$ cat src/rtl/kli_pkg.sv
package kli_pkg;

   // special-function bus addresses
   localparam logic [7:0] ADDR_LEVEL_SELECT = 8'h9c;
   localparam logic [7:0] ADDR_LINE_ENABLE = 8'h9d;
   localparam logic [7:0] ADDR_LINE_FLAGS = 8'h9e;
   localparam logic [7:0] ADDR_EXT_IRQ_ENABLE = 8'hb1;

   // widths and reset values
   localparam int NUM_LINES = 8;
   localparam logic [7:0] RST_BYTE = 8'h00;
   localparam logic [7:0] ZERO_BYTE = 8'h00;
   localparam logic [7:0] PIN_IDLE_BYTE = 8'hff; // pulled-up idle port level
   localparam int GLOBAL_EN_BIT = 0;

   // special-function bus request
   typedef struct packed {
      logic wr;
      logic rd;
      logic [7:0] addr;
      logic [7:0] wdata;
   } kli_sfr_req_t;

   // block state
   typedef struct packed {
      logic [7:0] level_select;
      logic [7:0] line_enable;
      logic [7:0] line_flags;
      logic global_en;
      logic [7:0] rdata;
      logic irq;
   } kli_state_t;

   // synchroniser state
   typedef struct packed {
      logic [7:0] meta;
      logic [7:0] sync;
   } kli_sync_t;

endpackage

$ cat src/rtl/kli_sync.sv
`timescale 1ns/1ns
`default_nettype none
// two-stage synchroniser for the port pins
module kli_sync (
   // clock and reset
   input wire logic clk,
   input wire logic srst,
   // pins in, synchronised out
   input wire logic [7:0] pin_in,
   output logic [7:0] pin_sync
);

   kli_pkg::kli_sync_t st_ff;
   kli_pkg::kli_sync_t nxt_st;

   // first stage feeds only the second stage
   always_comb begin
      nxt_st.meta = pin_in;
      nxt_st.sync = st_ff.meta;
   end

   // state register; resets to the pins' pulled-up idle level so that
   // no line looks active before the pins have been sampled
   always_ff @(posedge clk) begin
      if (srst) begin
         st_ff.meta <= kli_pkg::PIN_IDLE_BYTE;
         st_ff.sync <= kli_pkg::PIN_IDLE_BYTE;
      end else begin
         st_ff <= nxt_st;
      end
   end

   assign pin_sync = st_ff.sync;

endmodule
`default_nettype wire

$ cat src/rtl/kli_keypad.sv
`timescale 1ns/1ns
`default_nettype none
module kli_keypad (
   // clock and reset
   input wire logic clk,
   input wire logic srst,
   // special-function bus
   input wire kli_pkg::kli_sfr_req_t sfr_req,
   output logic [7:0] sfr_rdata,
   output logic sfr_hit,
   // keypad port pins
   input wire logic [7:0] keypad_port,
   // request to the core
   output logic keypad_irq_request
);

   kli_pkg::kli_state_t st_ff;
   kli_pkg::kli_state_t nxt_st;
   logic [7:0] port_sync;
   logic [7:0] detect;

   // function: is this address one of ours
   function automatic logic is_mapped(input logic [7:0] a);
      is_mapped = (a == kli_pkg::ADDR_LEVEL_SELECT) ||
                  (a == kli_pkg::ADDR_LINE_ENABLE) ||
                  (a == kli_pkg::ADDR_LINE_FLAGS) ||
                  (a == kli_pkg::ADDR_EXT_IRQ_ENABLE);
   endfunction

   // pins cross into the core clock
   kli_sync u_sync (
      .clk(clk),
      .srst(srst),
      .pin_in(keypad_port),
      .pin_sync(port_sync)
   );

   // per-line level match; xnor with the select bit
   assign detect = ~(port_sync ^ st_ff.level_select);

   // next-state logic
   always_comb begin
      nxt_st = st_ff;
      nxt_st.rdata = kli_pkg::ZERO_BYTE;
      // register writes
      if (sfr_req.wr) begin
         unique case (sfr_req.addr)
            kli_pkg::ADDR_LEVEL_SELECT: begin
               nxt_st.level_select = sfr_req.wdata;
            end
            kli_pkg::ADDR_LINE_ENABLE: begin
               nxt_st.line_enable = sfr_req.wdata;
            end
            kli_pkg::ADDR_LINE_FLAGS: begin
               nxt_st.line_flags = sfr_req.wdata;
            end
            kli_pkg::ADDR_EXT_IRQ_ENABLE: begin
               nxt_st.global_en = sfr_req.wdata[kli_pkg::GLOBAL_EN_BIT];
            end
            default: begin
            end
         endcase
      end
      // hardware set wins over software clear
      nxt_st.line_flags = nxt_st.line_flags | detect;
      // register reads, answered from the registered copy
      if (sfr_req.rd) begin
         unique case (sfr_req.addr)
            kli_pkg::ADDR_LEVEL_SELECT: begin
               nxt_st.rdata = st_ff.level_select;
            end
            kli_pkg::ADDR_LINE_ENABLE: begin
               nxt_st.rdata = st_ff.line_enable;
            end
            kli_pkg::ADDR_LINE_FLAGS: begin
               nxt_st.rdata = st_ff.line_flags;
            end
            kli_pkg::ADDR_EXT_IRQ_ENABLE: begin
               nxt_st.rdata = {7'h00, st_ff.global_en};
            end
            default: begin
               nxt_st.rdata = kli_pkg::ZERO_BYTE;
            end
         endcase
      end
      // disabled lines give nothing; one shared gated request
      nxt_st.irq = st_ff.global_en &
                   (|(st_ff.line_flags & st_ff.line_enable));
   end

   // state register
   always_ff @(posedge clk) begin
      if (srst) begin
         st_ff <= '0;
      end else begin
         st_ff <= nxt_st;
      end
   end

   // outputs
   assign sfr_rdata = st_ff.rdata;
   assign sfr_hit = is_mapped(sfr_req.addr) & (sfr_req.rd | sfr_req.wr);
   assign keypad_irq_request = st_ff.irq;

   // detection: a line at its selected level shows in its flag
   flag_sets_a: assert property (@(posedge clk) disable iff (srst)
      ##1 1'b1 |-> ((st_ff.line_flags & $past(detect)) == $past(detect)))
      else $error("detected line flag not set");
   sync_path_a: assert property (@(posedge clk) disable iff (srst)
      ##2 1'b1 |-> (port_sync == $past(keypad_port, 2)))
      else $error("pin level lost in synchroniser");
   low_detect_a: assert property (@(posedge clk) disable iff (srst)
      (!st_ff.level_select[0] && !port_sync[0]) |=> st_ff.line_flags[0])
      else $error("low level not detected");
   low_line3_a: assert property (@(posedge clk) disable iff (srst)
      (!st_ff.level_select[3] && !port_sync[3]) |=> st_ff.line_flags[3])
      else $error("low level not detected on line three");
   high_detect_a: assert property (@(posedge clk) disable iff (srst)
      (st_ff.level_select[0] && port_sync[0]) |=> st_ff.line_flags[0])
      else $error("high level not detected");
   high_line7_a: assert property (@(posedge clk) disable iff (srst)
      (st_ff.level_select[7] && port_sync[7]) |=> st_ff.line_flags[7])
      else $error("high level not detected on line seven");
   no_high_a: assert property (@(posedge clk) disable iff (srst)
      (!sfr_req.wr && !st_ff.level_select[0] && port_sync[0] &&
       !st_ff.line_flags[0]) |=> !st_ff.line_flags[0])
      else $error("high level set a low-select flag");
   no_low_a: assert property (@(posedge clk) disable iff (srst)
      (!sfr_req.wr && st_ff.level_select[0] && !port_sync[0] &&
       !st_ff.line_flags[0]) |=> !st_ff.line_flags[0])
      else $error("low level set a high-select flag");

   // flags: hardware only sets them, a write loads them with detected lines kept set
   flag_hold_a: assert property (@(posedge clk) disable iff (srst)
      !sfr_req.wr |=> ((st_ff.line_flags & $past(st_ff.line_flags))
         == $past(st_ff.line_flags)))
      else $error("flag cleared without software");
   flag_only_a: assert property (@(posedge clk) disable iff (srst)
      !sfr_req.wr |=> (st_ff.line_flags ==
         ($past(st_ff.line_flags) | $past(detect))))
      else $error("flag set with no level on its line");
   flag_write_a: assert property (@(posedge clk) disable iff (srst)
      (sfr_req.wr && sfr_req.addr == kli_pkg::ADDR_LINE_FLAGS) |=>
         (st_ff.line_flags == ($past(sfr_req.wdata) | $past(detect))))
      else $error("flag write not applied");
   reset_again_a: assert property (@(posedge clk) disable iff (srst)
      (sfr_req.wr && sfr_req.addr == kli_pkg::ADDR_LINE_FLAGS &&
       sfr_req.wdata == kli_pkg::ZERO_BYTE && detect[3])
      |=> st_ff.line_flags[3])
      else $error("held level lost on clear");

   // request: enabled flags, under the global enable, on one line
   req_gate_a: assert property (@(posedge clk) disable iff (srst)
      ##1 1'b1 |-> (keypad_irq_request == ($past(st_ff.global_en) &
         (|($past(st_ff.line_flags) & $past(st_ff.line_enable))))))
      else $error("request does not follow gated flags");
   irq_drop_a: assert property (@(posedge clk) disable iff (srst)
      !(|(st_ff.line_flags & st_ff.line_enable)) |=> !keypad_irq_request)
      else $error("request with no enabled flag");
   disabled_quiet_a: assert property (@(posedge clk) disable iff (srst)
      (st_ff.line_enable == kli_pkg::ZERO_BYTE) |=> !keypad_irq_request)
      else $error("request with no lines enabled");
   global_gate_a: assert property (@(posedge clk) disable iff (srst)
      !st_ff.global_en |=> !keypad_irq_request)
      else $error("request despite global disable");
   shared_req_a: assert property (@(posedge clk) disable iff (srst)
      (st_ff.global_en && (|(st_ff.line_flags & st_ff.line_enable)))
      |=> keypad_irq_request)
      else $error("enabled flag gave no request");

   // register bus: writes land on the next edge, reads answer a cycle later
   select_write_a: assert property (@(posedge clk) disable iff (srst)
      (sfr_req.wr && sfr_req.addr == kli_pkg::ADDR_LEVEL_SELECT)
      |=> (st_ff.level_select == $past(sfr_req.wdata)))
      else $error("level select write lost");
   enable_write_a: assert property (@(posedge clk) disable iff (srst)
      (sfr_req.wr && sfr_req.addr == kli_pkg::ADDR_LINE_ENABLE)
      |=> (st_ff.line_enable == $past(sfr_req.wdata)))
      else $error("line enable write lost");
   global_write_a: assert property (@(posedge clk) disable iff (srst)
      (sfr_req.wr && sfr_req.addr == kli_pkg::ADDR_EXT_IRQ_ENABLE)
      |=> (st_ff.global_en == $past(sfr_req.wdata[kli_pkg::GLOBAL_EN_BIT])))
      else $error("global enable write lost");
   unmapped_wr_a: assert property (@(posedge clk) disable iff (srst)
      (sfr_req.wr && !is_mapped(sfr_req.addr)) |=>
         ((st_ff.line_enable == $past(st_ff.line_enable)) &&
          (st_ff.level_select == $past(st_ff.level_select))))
      else $error("unmapped write changed a register");
   flags_read_a: assert property (@(posedge clk) disable iff (srst)
      (sfr_req.rd && sfr_req.addr == kli_pkg::ADDR_LINE_FLAGS)
      |=> (sfr_rdata == $past(st_ff.line_flags)))
      else $error("flag read returned wrong value");
   enable_read_a: assert property (@(posedge clk) disable iff (srst)
      (sfr_req.rd && sfr_req.addr == kli_pkg::ADDR_LINE_ENABLE)
      |=> (sfr_rdata == $past(st_ff.line_enable)))
      else $error("line enable read returned wrong value");
   select_read_a: assert property (@(posedge clk) disable iff (srst)
      (sfr_req.rd && sfr_req.addr == kli_pkg::ADDR_LEVEL_SELECT)
      |=> (sfr_rdata == $past(st_ff.level_select)))
      else $error("level select read returned wrong value");
   global_read_a: assert property (@(posedge clk) disable iff (srst)
      (sfr_req.rd && sfr_req.addr == kli_pkg::ADDR_EXT_IRQ_ENABLE)
      |=> (sfr_rdata[kli_pkg::GLOBAL_EN_BIT] == $past(st_ff.global_en)))
      else $error("global enable read returned wrong value");

   // scenarios worth seeing
   irq_seen_c: cover property (@(posedge clk) disable iff (srst)
      keypad_irq_request);
   clear_c: cover property (@(posedge clk) disable iff (srst)
      sfr_req.wr && sfr_req.addr == kli_pkg::ADDR_LINE_FLAGS);
   high_sel_c: cover property (@(posedge clk) disable iff (srst)
      st_ff.level_select[0] && st_ff.line_flags[0]);
   multi_line_c: cover property (@(posedge clk) disable iff (srst)
      st_ff.line_flags[7] && st_ff.line_flags[0]);
   rearm_c: cover property (@(posedge clk) disable iff (srst)
      sfr_req.wr && sfr_req.addr == kli_pkg::ADDR_LINE_FLAGS && (|detect));

endmodule
`default_nettype wire

$ cat config.mk
export PLATFORM = sky130hd
export DESIGN_NAME = kli_keypad
export DESIGN_NICKNAME = d
export VERILOG_FILES = /design/src/rtl/kli_pkg.sv /design/src/rtl/kli_sync.sv /design/src/rtl/kli_keypad.sv
export SDC_FILE = /design/constraint.sdc
export NUM_CORES = 1
export LEC_CHECK = 0
export CAP_MARGIN = 15
export CORE_ASPECT_RATIO = 1.5
export CORE_UTILIZATION = 30
export DETAILED_ROUTE_END_ITERATION = 10
export DONT_BUFFER_PORTS = 1
export PLACE_DENSITY_LB_ADDON = 0.15
export SETUP_SLACK_MARGIN = 0.3
export SLEW_MARGIN = 20
export SYNTH_ARGS = -nofsm -noshare
export SYNTH_HDL_FRONTEND = slang
export SYNTH_SLANG_ARGS = --single-unit
$ cat constraint.sdc
create_clock -name clk -period 1 [get_ports clk]
set_input_delay 0 -clock clk [delete_from_list [all_inputs] [get_ports clk]]
set_output_delay 0 -clock clk [all_outputs]
set_load 0.01 [all_outputs]
==> results.cfg <==
[setup_path]
cp_slowest_stage_delay_ns = 0.33
cp.arrival_ns = 1.18
crit_chain = a22o_1, a221oi_2, a311oi_1
critPathKind = reg2reg
path_delay_family = compound AO/OA/AOI/OAI gates
cp_data_required_time_ns = 1.18
worst-r2r-cell-count = 3
crit_path_top_delay_cell = dfxtp_2
worst-path-buf-inv = 0
path_max_fanout = 2
cp.depth = 3
end_kind = flop
critPathLaunchType = flop

[routing]
post_drt_wl_per_cell_um = 15.0
antenna_left = 0
drcViolationCount = 0
wl_um = 4350
vias = 1384
dr.first_iter.drc_count = 36
drt_first_pass_iters = 4
viasPerCell = 4.76

[sta]
setup_viol = 1
slew_violations = 0
tightest_slew_ns = 0.402
relSlewSlack_pct = 73.1
tns_ns = -0.00113
clock_skew_ns = 0.00330
final.min_clock_period_ns = 1.00
fmax_mhz = 999
finalHoldViolCount = 44
post-route-period-util_pct = 100
finalWorstSetupSlack_ns = -0.00113
rsz0062_at_grt = yes
hold_slack_ns = -0.243

[yosys]
ys_seq_elements = 50
synth_cells = 205
syn_area_per_cell_um2 = 10.1
synth.cell_area_um2 = 2080
yosysWarnings = 0
synth.distinct_cells = 34
ys_seq_area_share_pct = 48.1
synth_fp_nets = 233

[floorplanning]
core_um2 = 6620
die-height_um = 104
die_w_um = 70
start_util_pct = 31.4
num_rows = 36
pin_count = 38
die_area_um2 = 7280

[clocking]
clock_latency_ns = 0.30
htree_levels = 2
cts_max_path_buffers = 2
cts_tree = built
cts-buffers-inserted = 5
path_clk_slew_ns = 0.09
clock_tree.root_cell = clkbuf_8
numClockSinks = 50

[global_route]
grt_usage_pct = 12.5
grt_max_degree = 44
grt_use_met3_pct = 3.88
grt_pass1_vias = 1424
grt_pass1_wl_um = 7000
grt_antenna_before_repair = 0
overflow = 0
met2_usage_pct = 22.5
grt-busiest-layer = met2
grt_util_met1_pct = 12.8

[layout]
diodes = 0
drive_above_1_share_pct = 48.8
area_growth_pct = 26.5
num-nets-final = 242
final_common_cell = nor2_1
fill_cells = 669
final_cell_mix = 37 x nor2_1, 25 x dfxtp_2, 24 x mux2i_1

[job]
cap_violations = 0

[pwr]
power_w = 0.00371
clockPowerShare_pct = 38.1
internal-power_w = 0.00292
comb_power_share_pct = 6.2
swShare_pct = 21.2
leakagePower_nw = 0.956
p_seq_share_pct = 55.7
power_density_nw_per_um2 = 1410
ir_drop_mv = 0.542
power.switching_w = 0.000787

[outcome]
status = finished with violations
violations = hold timing, setup timing

[worst_hold_path]
hp-class = in2reg
whs_path_depth = 1

[placement]
io_buffers = 0
gp_congestion = 0.763
hpwl_um = 2960
==> what timing repair did <==
| action | 4_1_cts | 5_1_grt |
|---|---|---|
| resized for setup | 39 | 19 |
| hold buffers | 8 | 1 |
| setup buffers | 0 | 1 |
| endpoints found under the hold margin | 50 | 50 |
| pin swaps | 33 | 6 |
| endpoints found under the setup margin | 20 | 36 |
==> sequential cells by signal, indices dropped and copies added, names as in the netlist <==
name and count:
u_sync.nxt_st 8, sfr_rdata 8, keypad_irq_request 1, u_sync.pin_sync 8, st_ff 25
==> power groups by stage <==
stage               registers (W)  logic (W)  clock network, W
floorplan                 0.00210   0.000181                 0
global placement          0.00211   0.000165                 0
detailed placement        0.00211   0.000170                 0
CTS                       0.00207   0.000212           0.00147
global route              0.00207   0.000250           0.00155
finish                    0.00207   0.000230           0.00141
==> metrics by stage <==
step           worst slack (ns)  utilization [%]  std cells  instance area (µm²)
5_1_grt                 -0.0606             39.8        291                 2630
4_1_cts                 -0.0147             38.5        289                 2550
6_report               -0.00113             39.8        291                 2630
3_5_place_dp            -0.0328             33.7        273                 2230
3_3_place_gp            -0.0158             33.7        273                 2230
2_1_floorplan            -0.120                -        205                 2150
==> final timing paths <==
check | start | to | slack (ns)
min reg2reg | u_sync.nxt_st[1] | u_sync.pin_sync[1] | 0.41
min | srst | st_ff[25] | -0.24
max reg2reg | st_ff[16] | keypad_irq_request | -0.001
max | st_ff[16] | keypad_irq_request | -0.001
==> worst register-to-register path: stages, from the launching register on <==
cell	delay, ns
dfxtp_2	0.33
a22o_1	0.24
a221oi_2	0.19
a311oi_1	0.12
==> layer usage <==
layer	vias to the layer above	routed length, µm
met5	-	0
met4	0	93
met3	6	193
met2	27	2230
met1	643	1840
li1	708	-
==> cell type report <==
type	count	area (µm²)	share of cell area, %
flip-flops and latches	50	1040	39.6
clock inverters	2	37.5	1.43
inverters	1	3.75	0.143
repair buffers	20	214	8.13
multi-input cells	136	1170	44.3
well taps	76	95.1	3.61
clock buffers	6	72.6	2.76
==> cell usage after synthesis <==
| master | count | area [µm²] |
|---|---|---|
| buf_2 | 1 | 5.00 |
| a311oi_1 | 1 | 8.76 |
| buf_6 | 2 | 22.5 |
| and3b_1 | 1 | 8.76 |
| clkbuf_8 | 1 | 13.8 |
| mux2i_1 | 24 | 240 |
| or2_1 | 1 | 6.26 |
| a22o_1 | 1 | 8.76 |
| nor4_1 | 1 | 6.26 |
| nand3b_4 | 1 | 20.0 |
| inv_1 | 1 | 3.75 |
| nor2_1 | 39 | 146 |
| dfxtp_1 | 50 | 1000 |
| a211oi_2 | 2 | 25.0 |
| o221a_2 | 1 | 11.3 |
| nand2_1 | 1 | 3.75 |
| mux2_2 | 1 | 11.3 |
| nor3_4 | 1 | 16.3 |
| a221oi_1 | 1 | 8.76 |
| buf_4 | 9 | 67.6 |
| nor2b_1 | 1 | 6.26 |
| a22oi_1 | 2 | 15.0 |
| or2_2 | 16 | 100 |
| nand4b_4 | 1 | 23.8 |
| a211oi_1 | 6 | 45.0 |
| nand2b_1 | 3 | 18.8 |
| nand3b_1 | 1 | 7.51 |
| clkbuf_1 | 5 | 18.8 |
| a21oi_1 | 10 | 50.1 |
| nor3_1 | 9 | 45.0 |
| nor3b_4 | 1 | 18.8 |
| xnor2_1 | 8 | 70.1 |
| o21ai_1 | 1 | 5.00 |
| nor4_4 | 1 | 21.3 |
==> cell families (layout without fill, tap and decap cells) <==
group / after synthesis / in the layout / share of synthesized area [%]
flops: 50 / 50 / 48.1
simple gates: 78 / 78 / 21.6
compound gates: 25 / 25 / 8.54
mux: 25 / 25 / 12.1
buf+inv: 19 / 29 / 6.31
xor+xnor: 8 / 8 / 3.37
Note: power is estimated with default switching activity, not from simulation.
